--- config.mk ---
export PLATFORM = sky130hd
export DESIGN_NAME = frame_sync_shadow_regs
export DESIGN_NICKNAME = d
export VERILOG_FILES = /design/src/core/frame_sync_pkg.sv /design/src/core/frame_sync_shadow_regs.sv
export SDC_FILE = /design/constraint.sdc
export NUM_CORES = 1
export LEC_CHECK = 0
export BUFFER_PORTS_ARGS = -buffer_cell sky130_fd_sc_hd__buf_2
export CELL_PAD_IN_SITES_DETAIL_PLACEMENT = 1
export CELL_PAD_IN_SITES_GLOBAL_PLACEMENT = 1
export CORE_ASPECT_RATIO = 1.75
export CORE_UTILIZATION = 43
export CTS_CLUSTER_DIAMETER = 30
export DETAILED_ROUTE_END_ITERATION = 10
export PLACE_DENSITY_LB_ADDON = 0.1
export SETUP_SLACK_MARGIN = 0.4
export SLEW_MARGIN = 40
export SYNTH_ARGS = -nofsm -noshare
export SYNTH_HDL_FRONTEND = slang
export SYNTH_SLANG_ARGS = --single-unit
--- constraint.sdc ---
create_clock -name clk_i -period 6.27 [get_ports clk_i]
set_input_delay 0.3135 -clock clk_i [delete_from_list [all_inputs] [get_ports clk_i]]
set_output_delay 0.3135 -clock clk_i [all_outputs]
set_load 0.02 [all_outputs]
--- src/core/frame_sync_pkg.sv ---
// Constants and carrier types for the frame-synchronised register slice.
// Assumes a register offset port decoded upstream from the serial configuration port.
package frame_sync_pkg;
    localparam int unsigned ADDR_W = 8;
    localparam int unsigned DATA_W = 16;

    // Register offsets
    localparam logic [ADDR_W-1:0] OFS_THIRD_SLOPE = 8'h0B;
    localparam logic [ADDR_W-1:0] OFS_ANALOG_AMP  = 8'h0C;
    localparam logic [ADDR_W-1:0] OFS_DIGITAL_AMP = 8'h0D;
    localparam logic [ADDR_W-1:0] OFS_COMMIT_CTRL = 8'h0E;

    // Reset values
    localparam logic [DATA_W-1:0] RST_THIRD_SLOPE = 16'h0000;
    localparam logic [DATA_W-1:0] RST_ANALOG_AMP  = 16'h01E2;
    localparam logic [DATA_W-1:0] RST_DIGITAL_AMP = 16'h0080;
    localparam logic [DATA_W-1:0] RST_COMMIT_CTRL = 16'h033F;

    // Implemented bits; the rest read as zero
    localparam logic [DATA_W-1:0] MSK_ANALOG_AMP  = 16'h3FFF;
    localparam logic [DATA_W-1:0] MSK_DIGITAL_AMP = 16'h0FFF;
    localparam logic [DATA_W-1:0] MSK_COMMIT_CTRL = 16'h073F;

    // Commit control bit positions
    localparam int unsigned BIT_SPAN_SYNC    = 0;
    localparam int unsigned BIT_DARK_SYNC    = 1;
    localparam int unsigned BIT_PAD_SYNC     = 2;
    localparam int unsigned BIT_EXP_SYNC     = 3;
    localparam int unsigned BIT_GAIN_SYNC    = 4;
    localparam int unsigned BIT_ROI_SYNC     = 5;
    localparam int unsigned BIT_BLANK_ROI    = 8;
    localparam int unsigned BIT_BLANK_SUBS   = 9;
    localparam int unsigned BIT_EXP_CONT     = 10;

    // Analog amplifier field layout
    localparam int unsigned BIT_LAT_COMP     = 13;

    typedef struct packed {
        logic [7:0] second_amp_step;
        logic [4:0] first_amp_step;
    } analog_amp_t;

    typedef struct packed {
        analog_amp_t analog;
        logic [11:0] digital_amplification;
    } amp_set_t;

    localparam logic [DATA_W-1:0] TICK_RST = 16'h0001;
endpackage

--- src/core/frame_sync_shadow_regs.sv ---
// Sync control slice: holds exposure, gain and commit control registers,
// and moves shadow settings to active copies on frame or exposure events.
// Assumes all event and value inputs come from logic on clk_i.
// Operation
// - Hold a 16-bit third-slope integration time, counted in tick units.
// - Latency bit set with gain sync bit set delays new gain settings by one extra frame.
// - Readout span sync bit set: apply span only at frame start.
// - Dark row sync bit set: new dark count only at frame start.
// - Padding row sync bit set: new padding count only at frame start.
// - Exposure sync bit set: commit exposure at overhead start, else unsynchronised.
// - Gain sync bit set: commit gain settings at frame start, else immediately.
// - Region sync bit set: commit region selection at frame start.
// - Region blanking bit set: blank first frame after region change; with region sync set, the second frame with the new region.
// - Subsampling change blanks first frame; snapshot only when bit set.
// - Continuous bit clear: exposure syncs at overhead start when sync bit set, else immediately; set with sync bit set: continuous.
// - Continuous mode with sync bit clear holds exposure updates until frame start.
// - Tick divider in system clocks is the exposure time unit.
`timescale 1ns/1ps
module frame_sync_shadow_regs #(
    parameter int unsigned SPAN_W = 8,
    parameter int unsigned DARK_W = 8,
    parameter int unsigned PAD_W  = 12,
    parameter int unsigned ROI_W  = 8
) (
    // Clock and reset
    input  wire logic                                   clk_i,
    input  wire logic                                   srst_i,
    // Register port
    input  wire logic [frame_sync_pkg::ADDR_W-1:0]      reg_addr_i,
    input  wire logic                                   reg_wr_i,
    input  wire logic [frame_sync_pkg::DATA_W-1:0]      reg_wdata_i,
    output logic      [frame_sync_pkg::DATA_W-1:0]      reg_rdata_o,
    // Frame timing events and modes
    input  wire logic                                   frame_start_i,
    input  wire logic                                   overhead_start_i,
    input  wire logic                                   rolling_i,
    input  wire logic                                   subsample_change_i,
    input  wire logic [frame_sync_pkg::DATA_W-1:0]      tick_divider_i,
    // Written values held by neighbouring slices
    input  wire logic [SPAN_W-1:0]                      span_value_i,
    input  wire logic [DARK_W-1:0]                      dark_value_i,
    input  wire logic [PAD_W-1:0]                       pad_value_i,
    input  wire logic [ROI_W-1:0]                       roi_value_i,
    // Active settings
    output logic      [frame_sync_pkg::DATA_W-1:0]      third_slope_o,
    output frame_sync_pkg::amp_set_t                    amp_o,
    output logic      [SPAN_W-1:0]                      span_o,
    output logic      [DARK_W-1:0]                      dark_o,
    output logic      [PAD_W-1:0]                       pad_o,
    output logic      [ROI_W-1:0]                       roi_o,
    output logic                                        blank_frame_o,
    output logic                                        exp_tick_o
);
    logic [15:0] third_sh_ff, nxt_third_sh;
    logic [15:0] analog_ff, nxt_analog;
    logic [15:0] digital_ff, nxt_digital;
    logic [15:0] ctrl_ff, nxt_ctrl;
    logic [15:0] rdata_ff, nxt_rdata;
    logic [15:0] third_act_ff, nxt_third_act;
    frame_sync_pkg::amp_set_t amp_sh, amp_stage_ff, nxt_amp_stage, amp_act_ff, nxt_amp_act;
    logic [SPAN_W-1:0] span_ff, nxt_span;
    logic [DARK_W-1:0] dark_ff, nxt_dark;
    logic [PAD_W-1:0]  pad_ff, nxt_pad;
    logic [ROI_W-1:0]  roi_ff, nxt_roi;
    logic blank_pend_ff, nxt_blank_pend, blank_ff, nxt_blank;
    logic [15:0] tick_cnt_ff, nxt_tick_cnt;
    logic tick_ff, nxt_tick;
    logic exp_commit, gain_commit, roi_change;

    // Sync choice: set bit waits for the event, clear bit follows every cycle
    function automatic logic commit_on(input logic sync_bit, input logic event_pulse);
        return sync_bit ? event_pulse : 1'b1;
    endfunction

    // Register file
    always_comb begin
        nxt_third_sh = third_sh_ff;
        nxt_analog   = analog_ff;
        nxt_digital  = digital_ff;
        nxt_ctrl     = ctrl_ff;
        if (reg_wr_i) begin
            case (reg_addr_i)
                frame_sync_pkg::OFS_THIRD_SLOPE: nxt_third_sh = reg_wdata_i;
                frame_sync_pkg::OFS_ANALOG_AMP:
                    nxt_analog = reg_wdata_i & frame_sync_pkg::MSK_ANALOG_AMP;
                frame_sync_pkg::OFS_DIGITAL_AMP:
                    nxt_digital = reg_wdata_i & frame_sync_pkg::MSK_DIGITAL_AMP;
                frame_sync_pkg::OFS_COMMIT_CTRL:
                    nxt_ctrl = reg_wdata_i & frame_sync_pkg::MSK_COMMIT_CTRL;
                default: ;
            endcase
        end
        case (reg_addr_i)
            frame_sync_pkg::OFS_THIRD_SLOPE: nxt_rdata = third_sh_ff;
            frame_sync_pkg::OFS_ANALOG_AMP:  nxt_rdata = analog_ff;
            frame_sync_pkg::OFS_DIGITAL_AMP: nxt_rdata = digital_ff;
            frame_sync_pkg::OFS_COMMIT_CTRL: nxt_rdata = ctrl_ff;
            default:                         nxt_rdata = 16'h0000;
        endcase
    end

    always_ff @(posedge clk_i) begin
        if (srst_i) begin
            third_sh_ff <= frame_sync_pkg::RST_THIRD_SLOPE;
            analog_ff   <= frame_sync_pkg::RST_ANALOG_AMP;
            digital_ff  <= frame_sync_pkg::RST_DIGITAL_AMP;
            ctrl_ff     <= frame_sync_pkg::RST_COMMIT_CTRL;
            rdata_ff    <= 16'h0000;
        end else begin
            third_sh_ff <= nxt_third_sh;
            analog_ff   <= nxt_analog;
            digital_ff  <= nxt_digital;
            ctrl_ff     <= nxt_ctrl;
            rdata_ff    <= nxt_rdata;
        end
    end

    assign amp_sh = '{analog: analog_ff[12:0], digital_amplification: digital_ff[11:0]};

    // Commit logic; continuous mode with sync clear falls back to frame start
    always_comb begin
        if (ctrl_ff[frame_sync_pkg::BIT_EXP_CONT])
            exp_commit = ctrl_ff[frame_sync_pkg::BIT_EXP_SYNC] | frame_start_i;
        else
            exp_commit = commit_on(ctrl_ff[frame_sync_pkg::BIT_EXP_SYNC],
                                   overhead_start_i);
        gain_commit   = commit_on(ctrl_ff[frame_sync_pkg::BIT_GAIN_SYNC], frame_start_i);
        nxt_third_act = exp_commit ? third_sh_ff : third_act_ff;
        nxt_amp_stage = amp_stage_ff;
        nxt_amp_act   = amp_act_ff;
        if (gain_commit) begin
            nxt_amp_stage = amp_sh;
            // Lagging by a frame keeps gain aligned with exposure that lands late
            if (analog_ff[frame_sync_pkg::BIT_LAT_COMP] && ctrl_ff[frame_sync_pkg::BIT_GAIN_SYNC])
                nxt_amp_act = amp_stage_ff;
            else
                nxt_amp_act = amp_sh;
        end
        nxt_span = commit_on(ctrl_ff[frame_sync_pkg::BIT_SPAN_SYNC], frame_start_i)
                   ? span_value_i : span_ff;
        nxt_dark = commit_on(ctrl_ff[frame_sync_pkg::BIT_DARK_SYNC], frame_start_i)
                   ? dark_value_i : dark_ff;
        nxt_pad  = commit_on(ctrl_ff[frame_sync_pkg::BIT_PAD_SYNC], frame_start_i)
                   ? pad_value_i : pad_ff;
        nxt_roi  = commit_on(ctrl_ff[frame_sync_pkg::BIT_ROI_SYNC], frame_start_i)
                   ? roi_value_i : roi_ff;
        roi_change = (nxt_roi != roi_ff);
        // A new request in the clearing cycle stays pending for the next frame
        nxt_blank_pend = (blank_pend_ff & ~frame_start_i)
                       | (roi_change & ctrl_ff[frame_sync_pkg::BIT_BLANK_ROI])
                       | (subsample_change_i
                          & (rolling_i | ctrl_ff[frame_sync_pkg::BIT_BLANK_SUBS]));
        nxt_blank = frame_start_i ? blank_pend_ff : blank_ff;
    end

    always_ff @(posedge clk_i) begin
        if (srst_i) begin
            third_act_ff  <= frame_sync_pkg::RST_THIRD_SLOPE;
            amp_stage_ff  <= '0;
            amp_act_ff    <= '0;
            span_ff       <= '0;
            dark_ff       <= '0;
            pad_ff        <= '0;
            roi_ff        <= '0;
            blank_pend_ff <= 1'b0;
            blank_ff      <= 1'b0;
        end else begin
            third_act_ff  <= nxt_third_act;
            amp_stage_ff  <= nxt_amp_stage;
            amp_act_ff    <= nxt_amp_act;
            span_ff       <= nxt_span;
            dark_ff       <= nxt_dark;
            pad_ff        <= nxt_pad;
            roi_ff        <= nxt_roi;
            blank_pend_ff <= nxt_blank_pend;
            blank_ff      <= nxt_blank;
        end
    end

    // Exposure tick divider; a zero divider behaves as one
    always_comb begin
        nxt_tick     = 1'b0;
        nxt_tick_cnt = tick_cnt_ff + 16'h0001;
        if (tick_cnt_ff + 16'h0001 >= tick_divider_i) begin
            nxt_tick_cnt = 16'h0000;
            nxt_tick     = 1'b1;
        end
    end

    always_ff @(posedge clk_i) begin
        if (srst_i) begin
            tick_cnt_ff <= 16'h0000;
            tick_ff     <= 1'b0;
        end else begin
            tick_cnt_ff <= nxt_tick_cnt;
            tick_ff     <= nxt_tick;
        end
    end

    assign reg_rdata_o   = rdata_ff;
    assign third_slope_o = third_act_ff;
    assign amp_o         = amp_act_ff;
    assign span_o        = span_ff;
    assign dark_o        = dark_ff;
    assign pad_o         = pad_ff;
    assign roi_o         = roi_ff;
    assign blank_frame_o = blank_ff;
    assign exp_tick_o    = tick_ff;
endmodule // frame_sync_shadow_regs

==> flow_summary.toml <==
[sta]
relSlewSlack = 0.492
setup_ws_ns = 3.55
setup_viol = 0
fmaxAchievable_mhz = 368
fin_crit_ns = 2.72
rsz0062_at_grt = "no"
worst_slew_pin_slew_ns = 0.761
post-route-period-util = 0.434
setup_tns_ns = 0
final.setup_skew_ns = 0.0103
final_max_slew_viol_count = 0
final_hold_viol_count = 0

[logic_synthesis]
yosys.area.top_type = "dfxtp_1"
synth_xor_area_frac = 0.0263
synthesis.area_um2 = 7670
yosys-top-cells-count = "nand2_1 (207), dfxtp_1 (188), nor2_1 (86)"
synth_top_family_by_area = "simple AND/OR/NAND/NOR gates"
synth_compound_area_frac = 0.122
syn-mean-instance-area_um2 = 8.64
yosysTopAreaCellShare = 0.491
seq_area_frac_synth = 0.491
yosys_warnings = 0
ys_ff_latch = 188
synth_area_leaders = "dfxtp_1 (49%), nand2_1 (10%), mux2i_1 (5.7%)"
synth-edff-count = 0
yosys.cell_types.count = 42
synth.most_common_cell = "nand2_1"
synth-adder-area-share = 0.0277
synth-simple-area-share = 0.234
syn-num-nets = 987
async_reset_ff_frac = 0
synthMuxAreaShare = 0.0574
synthCells = 887
ys.flop_type = "dfxtp_1"

[route]
drt-initial-drc-count = 272
route.vias.total = 6777
avgViaCountPerCell = 5.32
ant_nets = 0
routedWlPerCell_um = 17.2
wl_um = 21900
dr.pass1.iters = 4
drc = 0

[placed_design]
dp_hpwl_um = 15900
globalplace.congestion = 0.773
pre_cts_ws_ns = 3.49
portBuffers = 177

[worst_setup_path]
crit_buf_inv = 0
startpoint_type = "flop"
worstRegToRegCells = 9
r2r-start = "tick_cnt_ff[2]"
required_ns = 6.57
criticalPathCategory = "reg2reg"
r2r_end = "exp_tick_o"
crit_arrival_ns = 3.02
r2r_setup_slack_ns = 3.55
crit_chain = "and4_1 -> and4_1 -> nand4_1 -> xnor2_1 -> ha_1 -> a21oi_1 -> o21ai_0 -> a211o_1 -> nor2b_1"
worstSetupEndpointType = "flop"
worst_path_most_repeated_cell = "and4_1"
worst-path-stages = 9
startpoint = "tick_cnt_ff[2]"
crit_fanout = 17
cp_top_family = "simple AND/OR/NAND/NOR gates"
slowest_delay_ns = 0.47
slowest_stage = "a211o_1"

[die]
die_y_um = 179
rows = 64
die-area_um2 = 18400
io_pins = 178
start_util = 0.439
die_w_um = 103
core_area_um2 = 17500

[grt]
grt_max_degree = 76
use_met3 = 0.0521
grtUsageMet1 = 0.274
grt_pass1_wl_um = 35000
grt_pass1_vias = 6795
antenna_found_initial = 0
track_usage = 0.251
gr-usage-met2 = 0.460
grt_overflow = 0
grt_busiest_layer = "met2"

[clock_tree]
postCtsHoldBufs = 0
cts_buffers = 17
htree_levels = 4
cts_root_buf = "clkbuf_16"
postCtsSetupRepairBufs = 0
cts.sinks = 188
cts_tree = "yes"
ctsLongestPathBuffers = 2
clk_pin_slew_worst_paths_ns = 0.07
cts_resized = 0
clk_latency_ns = 0.44

[final_layout]
layout.nets = 1131
drive_above_1_share = 0.216
area_delta_synth_final_pct = 20.4
fin_util = 0.529
diodes = 0

[min_path]
min_path_type = "in2reg"
min_to = "span_o[0]"
hold_depth = 3
min_from = "span_value_i[0]"

[power]
power.density_nw_per_um2 = 269
p_leak_nw = 4.09
peakVddDrop_mv = 0.162

[flow_run]
maxCapViolations = 0

[status]
run_status = "complete, no violations"
[cell families after synthesis]
logic type / count (synthesis)
xor+xnor: 23
fa+ha+maj: 17
flops: 188
simple gates: 396
compound gates: 142
buf+inv: 77
mux: 44
[report_power, final]
group / internal, mW / total (mW) / switching, mW
sequential: 1.22 / 1.24 / 0.0163
clock: 0.535 / 1.04 / 0.507
combinational: 0.0760 / 0.201 / 0.125
total: 1.83 / 2.48 / 0.649
[registers in the layout, summed over array words and instances (netlist names)]
name / flops
span_o: 8
analog_ff: 14
digital_ff: 12
blank_pend_ff: 1
exp_tick_o: 1
third_slope_o: 16
dark_o: 8
ctrl_ff: 9
amp_o: 25
blank_frame_o: 1
third_sh_ff: 16
pad_o: 12
reg_rdata_o: 16
roi_o: 8
tick_cnt_ff: 16
amp_stage_ff: 25
[layout make-up]
cell class | count | area [um2]
Timing Repair Buffer | 186 | 956
Inverter | 16 | 60.1
Clock inverter | 14 | 128
Tap cell | 231 | 289
Clock buffer | 18 | 439
Multi-Input combinational cell | 622 | 3600
Sequential cell | 188 | 3760
Fill cell | 2203 | 8220
[worst reg2reg max path: stages (launching register included)]
cell and delay [ns]:
dfxtp_1 0.39, and4_1 0.28, and4_1 0.33, nand4_1 0.14, xnor2_1 0.20, ha_1 0.30, a21oi_1 0.15, o21ai_0 0.10
a211o_1 0.47, nor2b_1 0.23
[through the flow]
step	instances	hold slack, ns	power (mW)	area, um2
3_5_place_dp	1242	0.442	1.47	8660
5_1_grt	1275	0.112	2.58	9230
3_3_place_gp	1242	0.436	1.46	8650
4_1_cts	1274	0.102	2.51	9220
2_1_floorplan	887	0.432	1.39	7670
6_report	1275	0.109	2.48	9230
[cells in the final DEF (no fill, tap or decap), types with 18 or more instances in the layout]
master    netlist  final
mux2i_1        44     44
buf_2           8    176
a311oi_1       25     25
a21oi_1        78     78
dfxtp_1       188    188
xnor2_1        18     18
nor2_1         86     86
nand3_1        30     30
nand2_1       207    206
[how the worst max path moves through the flow]
stage	to	slack, ns
final	exp_tick_o	3.55
after detailed placement	analog_ff[2]	3.49
after CTS	tick_cnt_ff[5]	3.50
after floorplan	tick_cnt_ff[10]	3.93
after global placement	analog_ff[2]	3.53
after global routing	tick_cnt_ff[3]	3.30
[layer usage]
metal  routed length (um)  vias to the layer above
li1                     -                     3316
met1                 8610                     3265
met2                11800                      161
met3                  850                       35
met4                  618                        0
met5                    0                        -
No activity file was read; power rests on OpenSTA's default activity.
